--- config.mk ---
export PLATFORM = sky130hd
export DESIGN_NAME = hsg_status_group
export DESIGN_NICKNAME = d
export VERILOG_FILES = /design/src/hsg_pkg.sv /design/src/hsg_status_group.sv
export SDC_FILE = /design/constraint.sdc
export NUM_CORES = 1
export LEC_CHECK = 0
export BUFFER_PORTS_ARGS = -buffer_cell sky130_fd_sc_hd__buf_4
export CORE_MARGIN = 1.5
export CORE_UTILIZATION = 45
export CTS_BUF_LIST = sky130_fd_sc_hd__clkbuf_2 sky130_fd_sc_hd__clkbuf_4 sky130_fd_sc_hd__clkbuf_8
export DETAILED_ROUTE_END_ITERATION = 12
export GPL_TIMING_DRIVEN = 0
export HOLD_SLACK_MARGIN = 0.08
export PLACE_DENSITY = 0.65
export SLEW_MARGIN = 20
export SYNTH_ARGS = -nofsm -noshare
export SYNTH_HDL_FRONTEND = slang
export SYNTH_SLANG_ARGS = --single-unit
--- constraint.sdc ---
create_clock -name clk_sys -period 3.4 [get_ports clk_sys]
set_input_delay 0.51 -clock clk_sys [delete_from_list [all_inputs] [get_ports clk_sys]]
set_output_delay 0.51 -clock clk_sys [all_outputs]
set_load 0.01 [all_outputs]
--- src/hsg_pkg.sv ---
// package for the hardware status group: register selectors, bit positions, reset values
package hsg_pkg;
    localparam int REG_W = 16;
    // register selectors on the status command port
    localparam logic [2:0] SEL_COND = 3'h0;
    localparam logic [2:0] SEL_PTR = 3'h1;
    localparam logic [2:0] SEL_NTR = 3'h2;
    localparam logic [2:0] SEL_EVENT = 3'h3;
    localparam logic [2:0] SEL_ENABLE = 3'h4;
    // condition bit positions
    localparam int BIT_ZERO = 15;
    localparam int BIT_RIF2 = 14;
    localparam int BIT_RIF1 = 13;
    localparam int BIT_DEC_RES = 12;
    localparam int BIT_DEC_LOW = 11;
    localparam int BIT_DEC_MEAS = 10;
    localparam int BIT_DEC_ARM = 9;
    localparam int BIT_ENC_AUX = 8;
    localparam int BIT_ENC_INFO = 7;
    localparam int BIT_COMM_SUM = 6;
    localparam int BIT_LIMIT = 5;
    localparam int BIT_SELFTEST = 4;
    localparam int BIT_OVERPWR = 3;
    localparam int BIT_UNUSED = 2;
    localparam int BIT_MIKE = 1;
    localparam int BIT_BATT = 0;
    // reset values
    localparam logic [15:0] RST_PTR = 16'hffff;
    localparam logic [15:0] RST_NTR = 16'h0000;
    localparam logic [15:0] RST_EVENT = 16'h0000;
    localparam logic [15:0] RST_ENABLE = 16'h0000;
    localparam logic [15:0] RST_COND = 16'h0000;
    // raw hardware conditions feeding the condition register
    typedef struct packed {
        logic rif2_irq;
        logic rif1_irq;
        logic dec_results;
        logic dec_level_low;
        logic dec_measuring;
        logic dec_armed;
        logic enc_two_fields;
        logic enc_sending_first;
        logic enc_sending_second;
        logic enc_fgen_mode;
        logic comm_summary;
        logic meas_over_high;
        logic meas_under_low;
        logic selftest_failed;
        logic overpower;
        logic mike_keyed;
        logic battery_low;
    } hsg_hw_t;
    // one status command
    typedef struct packed {
        logic rd;
        logic wr;
        logic [2:0] sel;
        logic [15:0] data;
    } hsg_cmd_t;
endpackage

--- src/hsg_status_group.sv ---
// hardware status group one: condition, transition filters, event, enable, summary
`timescale 1ns/1ns
// What this block does
// - sixteen-bit condition, positive and negative filters, event and enable, plus summary.
// - event register clears on any query of it and on clear-status.
// - condition bit 15 always reads zero.
// - bit 14 follows radio card interrupt two, bit 13 interrupt one.
// - bits 12..9 give decoder results, level low, measuring, armed.
// - bit 8 set when a two-field format sends both fields.
// - bit 7 set when one field is sent, of either format.
// - bit 7 forced inactive in function-generator encoder mode.
// - bit 6 carries the communication group summary.
// - bit 5 set when a measurement passes upper or lower limit.
// - bits 4,3,1,0 self test, overpower, mike, battery; bit 2 unused.
// - controller reads condition, event, filters; writes filters; device returns contents.
// - enable keeps last written mask; writing zero clears it.
module hsg_status_group
    import hsg_pkg::*;
(
    // clock and reset
    input wire logic clk_sys,
    input wire logic reset,
    // hardware conditions
    input hsg_hw_t hw,
    // status commands
    input hsg_cmd_t cmd,
    input wire logic clear_status,
    // answers
    output logic [15:0] rd_data,
    output logic rd_valid,
    output logic summary
);

    ////////////////////////////////////////////////////////////////////////
    // condition assembly
    logic [15:0] cond_now;
    always_comb begin
        cond_now = 16'h0000;
        cond_now[BIT_ZERO] = 1'b0;
        cond_now[BIT_RIF2] = hw.rif2_irq;
        cond_now[BIT_RIF1] = hw.rif1_irq;
        cond_now[BIT_DEC_RES] = hw.dec_results;
        cond_now[BIT_DEC_LOW] = hw.dec_level_low;
        cond_now[BIT_DEC_MEAS] = hw.dec_measuring;
        cond_now[BIT_DEC_ARM] = hw.dec_armed;
        cond_now[BIT_ENC_AUX] = hw.enc_two_fields & hw.enc_sending_first
                                & hw.enc_sending_second;
        // one field only, either format; never in generator mode
        cond_now[BIT_ENC_INFO] = ~hw.enc_fgen_mode
                                 & (hw.enc_sending_first ^ hw.enc_sending_second);
        cond_now[BIT_COMM_SUM] = hw.comm_summary;
        cond_now[BIT_LIMIT] = hw.meas_over_high | hw.meas_under_low;
        cond_now[BIT_SELFTEST] = hw.selftest_failed;
        cond_now[BIT_OVERPWR] = hw.overpower;
        cond_now[BIT_UNUSED] = 1'b0;
        cond_now[BIT_MIKE] = hw.mike_keyed;
        cond_now[BIT_BATT] = hw.battery_low;
    end

    ////////////////////////////////////////////////////////////////////////
    // register state
    logic [15:0] cond_q, cond_d;
    logic [15:0] ptr_q, ptr_d;
    logic [15:0] ntr_q, ntr_d;
    logic [15:0] event_q, event_d;
    logic [15:0] enable_q, enable_d;
    logic [15:0] rd_data_d;
    logic rd_valid_d;
    logic summary_d;
    logic [15:0] rise;
    logic [15:0] fall;
    logic [15:0] hits;

    // an event register query also clears it, so the decode is shared
    function automatic logic event_query(input hsg_cmd_t c);
        return c.rd && (c.sel == SEL_EVENT);
    endfunction

    // next values of all registers
    always_comb begin
        cond_d = cond_now;
        ptr_d = ptr_q;
        ntr_d = ntr_q;
        enable_d = enable_q;
        rise = cond_now & ~cond_q;
        fall = ~cond_now & cond_q;
        hits = (rise & ptr_q) | (fall & ntr_q);
        event_d = event_q;
        if (clear_status || event_query(cmd)) begin
            event_d = 16'h0000;
        end
        event_d = event_d | hits; // new edge wins over the clear
        if (cmd.wr) begin
            case (cmd.sel)
                SEL_PTR: ptr_d = cmd.data;
                SEL_NTR: ntr_d = cmd.data;
                SEL_ENABLE: enable_d = cmd.data;
                default: ;
            endcase
        end
        rd_valid_d = cmd.rd;
        case (cmd.sel)
            SEL_COND: rd_data_d = cond_q;
            SEL_PTR: rd_data_d = ptr_q;
            SEL_NTR: rd_data_d = ntr_q;
            SEL_EVENT: rd_data_d = event_q;
            SEL_ENABLE: rd_data_d = enable_q;
            default: rd_data_d = 16'h0000;
        endcase
        if (!cmd.rd) begin
            rd_data_d = rd_data;
        end
        summary_d = |(event_d & enable_d);
    end

    // registers
    always_ff @(posedge clk_sys or posedge reset) begin
        if (reset) begin
            cond_q <= RST_COND;
            ptr_q <= RST_PTR;
            ntr_q <= RST_NTR;
            event_q <= RST_EVENT;
            enable_q <= RST_ENABLE;
            rd_data <= 16'h0000;
            rd_valid <= 1'b0;
            summary <= 1'b0;
        end else begin
            cond_q <= cond_d;
            ptr_q <= ptr_d;
            ntr_q <= ntr_d;
            event_q <= event_d;
            enable_q <= enable_d;
            rd_data <= rd_data_d;
            rd_valid <= rd_valid_d;
            summary <= summary_d;
        end
    end

    ////////////////////////////////////////////////////////////////////////
    // checks
    property p_bit15_zero;
        @(posedge clk_sys) disable iff (reset) cond_q[BIT_ZERO] == 1'b0 && event_q[BIT_ZERO] == 1'b0;
    endproperty
    a_bit15_zero: assert property (p_bit15_zero) else $error("bit 15 not zero");

    property p_event_query_clears;
        @(posedge clk_sys) disable iff (reset)
            (event_query(cmd) && hits == 16'h0000) |=> event_q == 16'h0000;
    endproperty
    a_event_query_clears: assert property (p_event_query_clears) else $error("event not cleared");

    property p_cls_clears;
        @(posedge clk_sys) disable iff (reset) (clear_status && hits == 16'h0000) |=> event_q == 16'h0000;
    endproperty
    a_cls_clears: assert property (p_cls_clears) else $error("clear status failed");

    property p_rise_sets;
        @(posedge clk_sys) disable iff (reset) (|(cond_now & ~cond_q & ptr_q)) |=> (|event_q);
    endproperty
    a_rise_sets: assert property (p_rise_sets) else $error("rise not latched");

    property p_event_sticky;
        @(posedge clk_sys) disable iff (reset)
            (!clear_status && !event_query(cmd)) |=> (event_q & $past(event_q)) == $past(event_q);
    endproperty
    a_event_sticky: assert property (p_event_sticky) else $error("event bit lost");

    property p_summary;
        @(posedge clk_sys) disable iff (reset) ##1 summary == |(event_q & enable_q);
    endproperty
    a_summary: assert property (p_summary) else $error("summary wrong");

    property p_fgen_info_off;
        @(posedge clk_sys) disable iff (reset) hw.enc_fgen_mode |=> !cond_q[BIT_ENC_INFO];
    endproperty
    a_fgen_info_off: assert property (p_fgen_info_off) else $error("info bit in generator mode");

    property p_enable_write;
        @(posedge clk_sys) disable iff (reset)
            (cmd.wr && cmd.sel == SEL_ENABLE) |=> enable_q == $past(cmd.data);
    endproperty
    a_enable_write: assert property (p_enable_write) else $error("enable not written");

    property p_read_answer;
        @(posedge clk_sys) disable iff (reset)
            (cmd.rd && cmd.sel == SEL_PTR) |=> rd_valid && rd_data == $past(ptr_q);
    endproperty
    a_read_answer: assert property (p_read_answer) else $error("read data wrong");

    property p_aux_bit;
        @(posedge clk_sys) disable iff (reset)
            (hw.enc_two_fields && hw.enc_sending_first && hw.enc_sending_second) |=> cond_q[BIT_ENC_AUX];
    endproperty
    a_aux_bit: assert property (p_aux_bit) else $error("aux bit missing");

    // an edge in the cycle of a clear or query must still land
    property p_set_wins;
        @(posedge clk_sys) disable iff (reset) (hits != 16'h0000) |=> (event_q & $past(hits)) == $past(hits);
    endproperty
    a_set_wins: assert property (p_set_wins) else $error("event edge lost to clear");

    property p_ptr_write;
        @(posedge clk_sys) disable iff (reset) (cmd.wr && cmd.sel == SEL_PTR) |=> ptr_q == $past(cmd.data);
    endproperty
    a_ptr_write: assert property (p_ptr_write) else $error("positive filter not written");

    property p_ntr_write;
        @(posedge clk_sys) disable iff (reset) (cmd.wr && cmd.sel == SEL_NTR) |=> ntr_q == $past(cmd.data);
    endproperty
    a_ntr_write: assert property (p_ntr_write) else $error("negative filter not written");

    property p_radio_bits;
        @(posedge clk_sys) disable iff (reset)
            ##1 cond_q[BIT_RIF2] == $past(hw.rif2_irq) && cond_q[BIT_RIF1] == $past(hw.rif1_irq);
    endproperty
    a_radio_bits: assert property (p_radio_bits) else $error("radio interrupt bits wrong");

    property p_limit_bit;
        @(posedge clk_sys) disable iff (reset) (hw.meas_over_high || hw.meas_under_low) |=> cond_q[BIT_LIMIT];
    endproperty
    a_limit_bit: assert property (p_limit_bit) else $error("limit bit missing");

    property p_unused_bit;
        @(posedge clk_sys) disable iff (reset) cond_q[BIT_UNUSED] == 1'b0;
    endproperty
    a_unused_bit: assert property (p_unused_bit) else $error("unused bit set");

    // answer strobe only follows a query
    property p_valid_quiet;
        @(posedge clk_sys) disable iff (reset) !cmd.rd |=> !rd_valid;
    endproperty
    a_valid_quiet: assert property (p_valid_quiet) else $error("answer without query");

    // event query returns the contents before its own clear
    property p_event_read;
        @(posedge clk_sys) disable iff (reset) event_query(cmd) |=> rd_valid && rd_data == $past(event_q);
    endproperty
    a_event_read: assert property (p_event_read) else $error("event read data wrong");

endmodule // hsg_status_group

**After elaboration in Yosys (flattened, before gate mapping)**

Index checks and enable logic that the tools add are counted.

- Equality and inequality tests: 4
- Mux-type cells: 4
- Bitwise logic cells: 15
- Reduce and logical (&&, ||, !) cells: 6

Operator list:

| operator | number |
|---|---|
| case mux 16 bit (5 select lines) | 1 |
| bitwise AND 16 bit | 3 |
| two-way mux 16 bit | 3 |
| inverter 15 -> 16 bit | 2 |
| bitwise OR 16 bit | 2 |
| bitwise AND 15 x 16 -> 16 bit | 1 |
| bitwise AND 16 x 15 -> 16 bit | 1 |
| OR reduction 16 bit | 1 |
| == test 3 x 2 -> 1 bit, second input constant | 2 |
| AND reduction 2 bit | 2 |
| bitwise AND 1 bit | 3 |
| == test 3 x 1 -> 1 bit, second input constant | 1 |
| == test 3 bit, second input constant | 1 |
| zero test 3 bit | 1 |
| logical AND 1 bit | 1 |
| logical OR 1 bit | 1 |
| inverter 1 bit | 1 |
| bitwise OR 1 bit | 1 |
| bitwise XOR 1 bit | 1 |

- Register bits after elaboration: 96
- Input port bits: 41
- Word-level logic and storage cells: 37

**Logic depth before layout (Yosys ltp)**

- Depth in word-level cells: 9
- Depth in mapped cells: 8
- Depth with buffers taken out: 6

**Worst setup path after synthesis**

Ideal clock, no wire load.

- Path type: in2reg
- Start: input cmd[16] (netlist name)
- End: register summary
- Setup time: 0.139 ns
- Arrival time: 2.088 ns
- Data required time: 3.261 ns
- Path slack: 1.173 ns
- Stages on the path: 8
- Cells stage by stage: nor3b_4 and2_4 buf_6 buf_8 mux2_4 a22o_1 a2111oi_2 nand3_1

- Elaborated cells on any way between the ends: 10
- Those cells by class: eq/ne: 2; mux: 3; bitwise: 2; reduce/logical: 3

RTL lines:

| what | line | source |
|---|---|---|
| start: declaration | hsg_status_group.sv:26 | `input hsg_cmd_t cmd,` |
| == test 3 bit | hsg_status_group.sv:94 | `case (cmd.sel)` |
| two-way mux 16 bit | hsg_status_group.sv:94 |  |
| two-way mux 16 bit | hsg_status_group.sv:93 | `if (cmd.wr) begin` |
| named net enable_d[11] | hsg_status_group.sv:66 | `logic [15:0] enable_q, enable_d;` |
| bitwise AND 16 bit | hsg_status_group.sv:113 | `summary_d = \|(event_d & enable_d);` |
| OR reduction 16 bit | hsg_status_group.sv:113 |  |
| named net summary_d | hsg_status_group.sv:69 | `logic summary_d;` |
| end signal: assignment | hsg_status_group.sv:135 | `summary <= summary_d;` |
| end: declaration | hsg_status_group.sv:31 | `output logic summary` |

The timed path passes the listed nets, and every way through them passes these cells.
A chain may end at the register's enable or synchronous reset.

**Final worst setup path**

Ends and elaborated chain as after synthesis.

==> out/qor.yml <==
placed_design:
  numPortBuffers: 58
  dp.cells: 480
  place_area_um2: 4850
  hpwlAfterDp_um: 6570
  finalWeightedCongestion: 0.770
route:
  drtIter0Drc: 128
  via_count: 2813
  ant_nets: 0
  dr.pass1.iters: 4
  avgViaCountPerCell: 5.66
  routedWlPerCell_um: 19.2
  wirelength_um: 9560
  drcViolationCount: 0
timing:
  setup_viol: 0
  rsz0062_at_grt: "no"
  worstMarginPinSlew_ns: 0.699
  hold_viol: 0
  setup-tns-final_ns: 0
  hold_slack_ns: 0.263
  fin_skew_ns: 0.00876
  slew-limit-headroom_pct: 53.4
  period_share_pct: 69.4
  finalMaxSlewViolations: 0
  fmax_mhz: 424
  fin_crit_ns: 2.36
clocking:
  cts_max_level: 3
  cts_resized: 0
  cts_made_buffers: 9
  path_clk_slew_ns: 0.09
  clk_latency_ns: 0.36
  clock_sinks: 96
  cts_tree: "yes"
  clk_root_buffer_cell: "clkbuf_8"
  post-cts-setup-buffers: 0
  clock_path_buffers: 2
floorplan:
  ios: 59
  fp-row-count: 35
  dieArea_um2: 10000
  fp.coreArea_um2: 9200
  initial_core_util_pct: 46.1
  dieHeight_um: 100
  die_w_um: 100
finish:
  syn2layout_area_growth_pct: 20.2
  fin_util_pct: 55.4
  final_cell_area_um2: 5090
  antennaDiodeCount: 0
  finish.net_count: 422
  fin_cells: 497
  drive_above_1_share_pct: 44.0
  num-fill-cells: 806
global_route:
  grt_max_degree: 75
  grt_usage_pct: 20.8
  grt_pass1_wl_um: 15400
  grt_remaining_overflow: 0
  grt_pass1_vias: 2876
  antenna_found_initial: 0
synth:
  ys_seq_elements: 96
  yosysMostFrequentCell: "dfrtp_1"
  synth_area_um2: 4240
  synth_cell_types: 37
  ys.flop_type: "dfrtp_1"
  syn_area_per_cell_um2: 13.7
  async_reset_ff_share_pct: 100
  syn_nets: 351
  ys_top_cells_by_count: "dfrtp_1 (80), mux2_2 (46), nor2_1 (35)"
  synth_edf_count: 0
  synth_top_cell_by_area: "dfrtp_1"
  ys_seq_area_share_pct: 57.1
  yosysWarnings: 0
  synth_area_leaders: "dfrtp_1 (47%), mux2_2 (12%), dfstp_2 (9.9%)"
  synth_cells: 310
  yosysTopAreaCellShare_pct: 47.2
outcome:
  outcome: "finished, final reports clean"
setup_path:
  cp.required_ns: 3.63
  start_kind: "input pin"
  cp_max_fo: 10
  worstPathArrival_ns: 2.59
  crit_path_end_kind: "flop"
  r2r_setup_slack_ns: 1.65
  critPathKind: "in2reg"
power:
  powerDensity_nw_per_um2: 574
  p_leak_nw: 2.26
  ir_drop_mv: 0.232
run:
  cap_violations: 0
min_path:
  hp-class: "in2reg"
==> final timing paths <==
check                                           start               endpoint  cells after the start
worst max-delay path                          cmd[16]      summary$_DFF_PP0_                      9
min in group asynchronous                       reset   cond_q[12]$_DFF_PP0_                      3
worst max register to register    cond_q[5]$_DFF_PP0_      summary$_DFF_PP0_                      5
worst min register to register  event_q[11]$_DFF_PP0_  event_q[11]$_DFF_PP0_                      1
worst min-delay path                            hw[1]    cond_q[1]$_DFF_PP0_                      1
max in group asynchronous                       reset  ptr_q[13]$_DFFE_PP1P_                      4
==> power by group <==
group	internal (mW)	total, mW	switching, mW
clock network	0.494	0.882	0.388
logic	0.316	0.555	0.239
registers	1.37	1.49	0.119
total	2.18	2.92	0.745
==> per-layer routing <==
layer  wire length, µm  up-vias  GRT usage (%)
li1                  -     1284              -
met1              4480     1462           29.6
met2              4630       56           33.0
met3               314       11           3.20
met4               136        0           7.15
met5                 0        -              0
==> critical path, cell delays in order <==
cell       delay [ns]
buf_4            0.12
nor3b_4          0.39
and2_4           0.22
buf_6            0.14
buf_8            0.16
mux2_4           0.31
a22o_1           0.24
a2111oi_2        0.33
nand3_1          0.14
==> timing repair <==
item | 4_1_cts | 5_1_grt
hold buffers | 1 | 0
endpoints found under the hold margin | 4 | 0
setup endpoints to repair | 0 | 0
==> cells in the final DEF, fill, tap and decap left out, types with 3 or more instances in the layout <==
cell type | Yosys | routed
clkbuf_8 | 0 | 9
inv_1 | 5 | 4
a21oi_1 | 4 | 4
dfstp_2 | 16 | 16
a221oi_1 | 14 | 14
o21ai_0 | 11 | 11
a22o_1 | 7 | 7
and3_1 | 3 | 3
clkbuf_1 | 6 | 6
dfrtp_1 | 80 | 80
mux2_4 | 4 | 4
a21o_1 | 10 | 10
mux2_2 | 46 | 46
buf_2 | 5 | 5
nand2_1 | 15 | 15
buf_4 | 2 | 60
bufinv_16 | 0 | 3
mux4_2 | 14 | 14
nand3b_1 | 11 | 11
nor2_1 | 35 | 35
==> metrics by stage <==
stage / power, mW / setup slack [ns]
after CTS: 2.95 / 1.00
final: 2.92 / 1.04
after global placement: 2.04 / -0.802
after global routing: 3.08 / 0.832
after floorplan: 1.86 / 0.411
after detailed placement: 2.07 / 0.620
==> flip-flops by register name, summed over array words and instances, names as in the netlist <==
| register | cells |
|---|---|
| cond_q | 14 |
| event_q | 16 |
| summary | 1 |
| enable_q | 16 |
| ptr_q | 16 |
| ntr_q | 16 |
| rd_data | 16 |
| rd_valid | 1 |
==> logic make-up (layout without fill, tap and decap cells) <==
group | Yosys count | in the layout | share of synthesized area (%)
muxes | 64 | 64 | 21.1
xor gates and xnor gates | 1 | 1 | 0.207
AOI/OAI and AO/OA | 55 | 55 | 10.3
DFF | 96 | 96 | 57.1
and+or+nand+nor | 73 | 73 | 8.65
buffers and inverters | 21 | 97 | 2.63
==> cell type report <==
class	count	area [µm²]	share of cell area, %
Sequential cell	96	2420	47.5
Multi-Input combinational cell	193	1710	33.5
Timing Repair Buffer	60	473	9.28
Tap cell	111	139	2.73
Clock buffer	10	131	2.58
Clock inverter	6	108	2.11
Buffer	16	92.6	1.82
Inverter	5	23.8	0.467
Note: power is estimated with default switching activity, not from simulation.
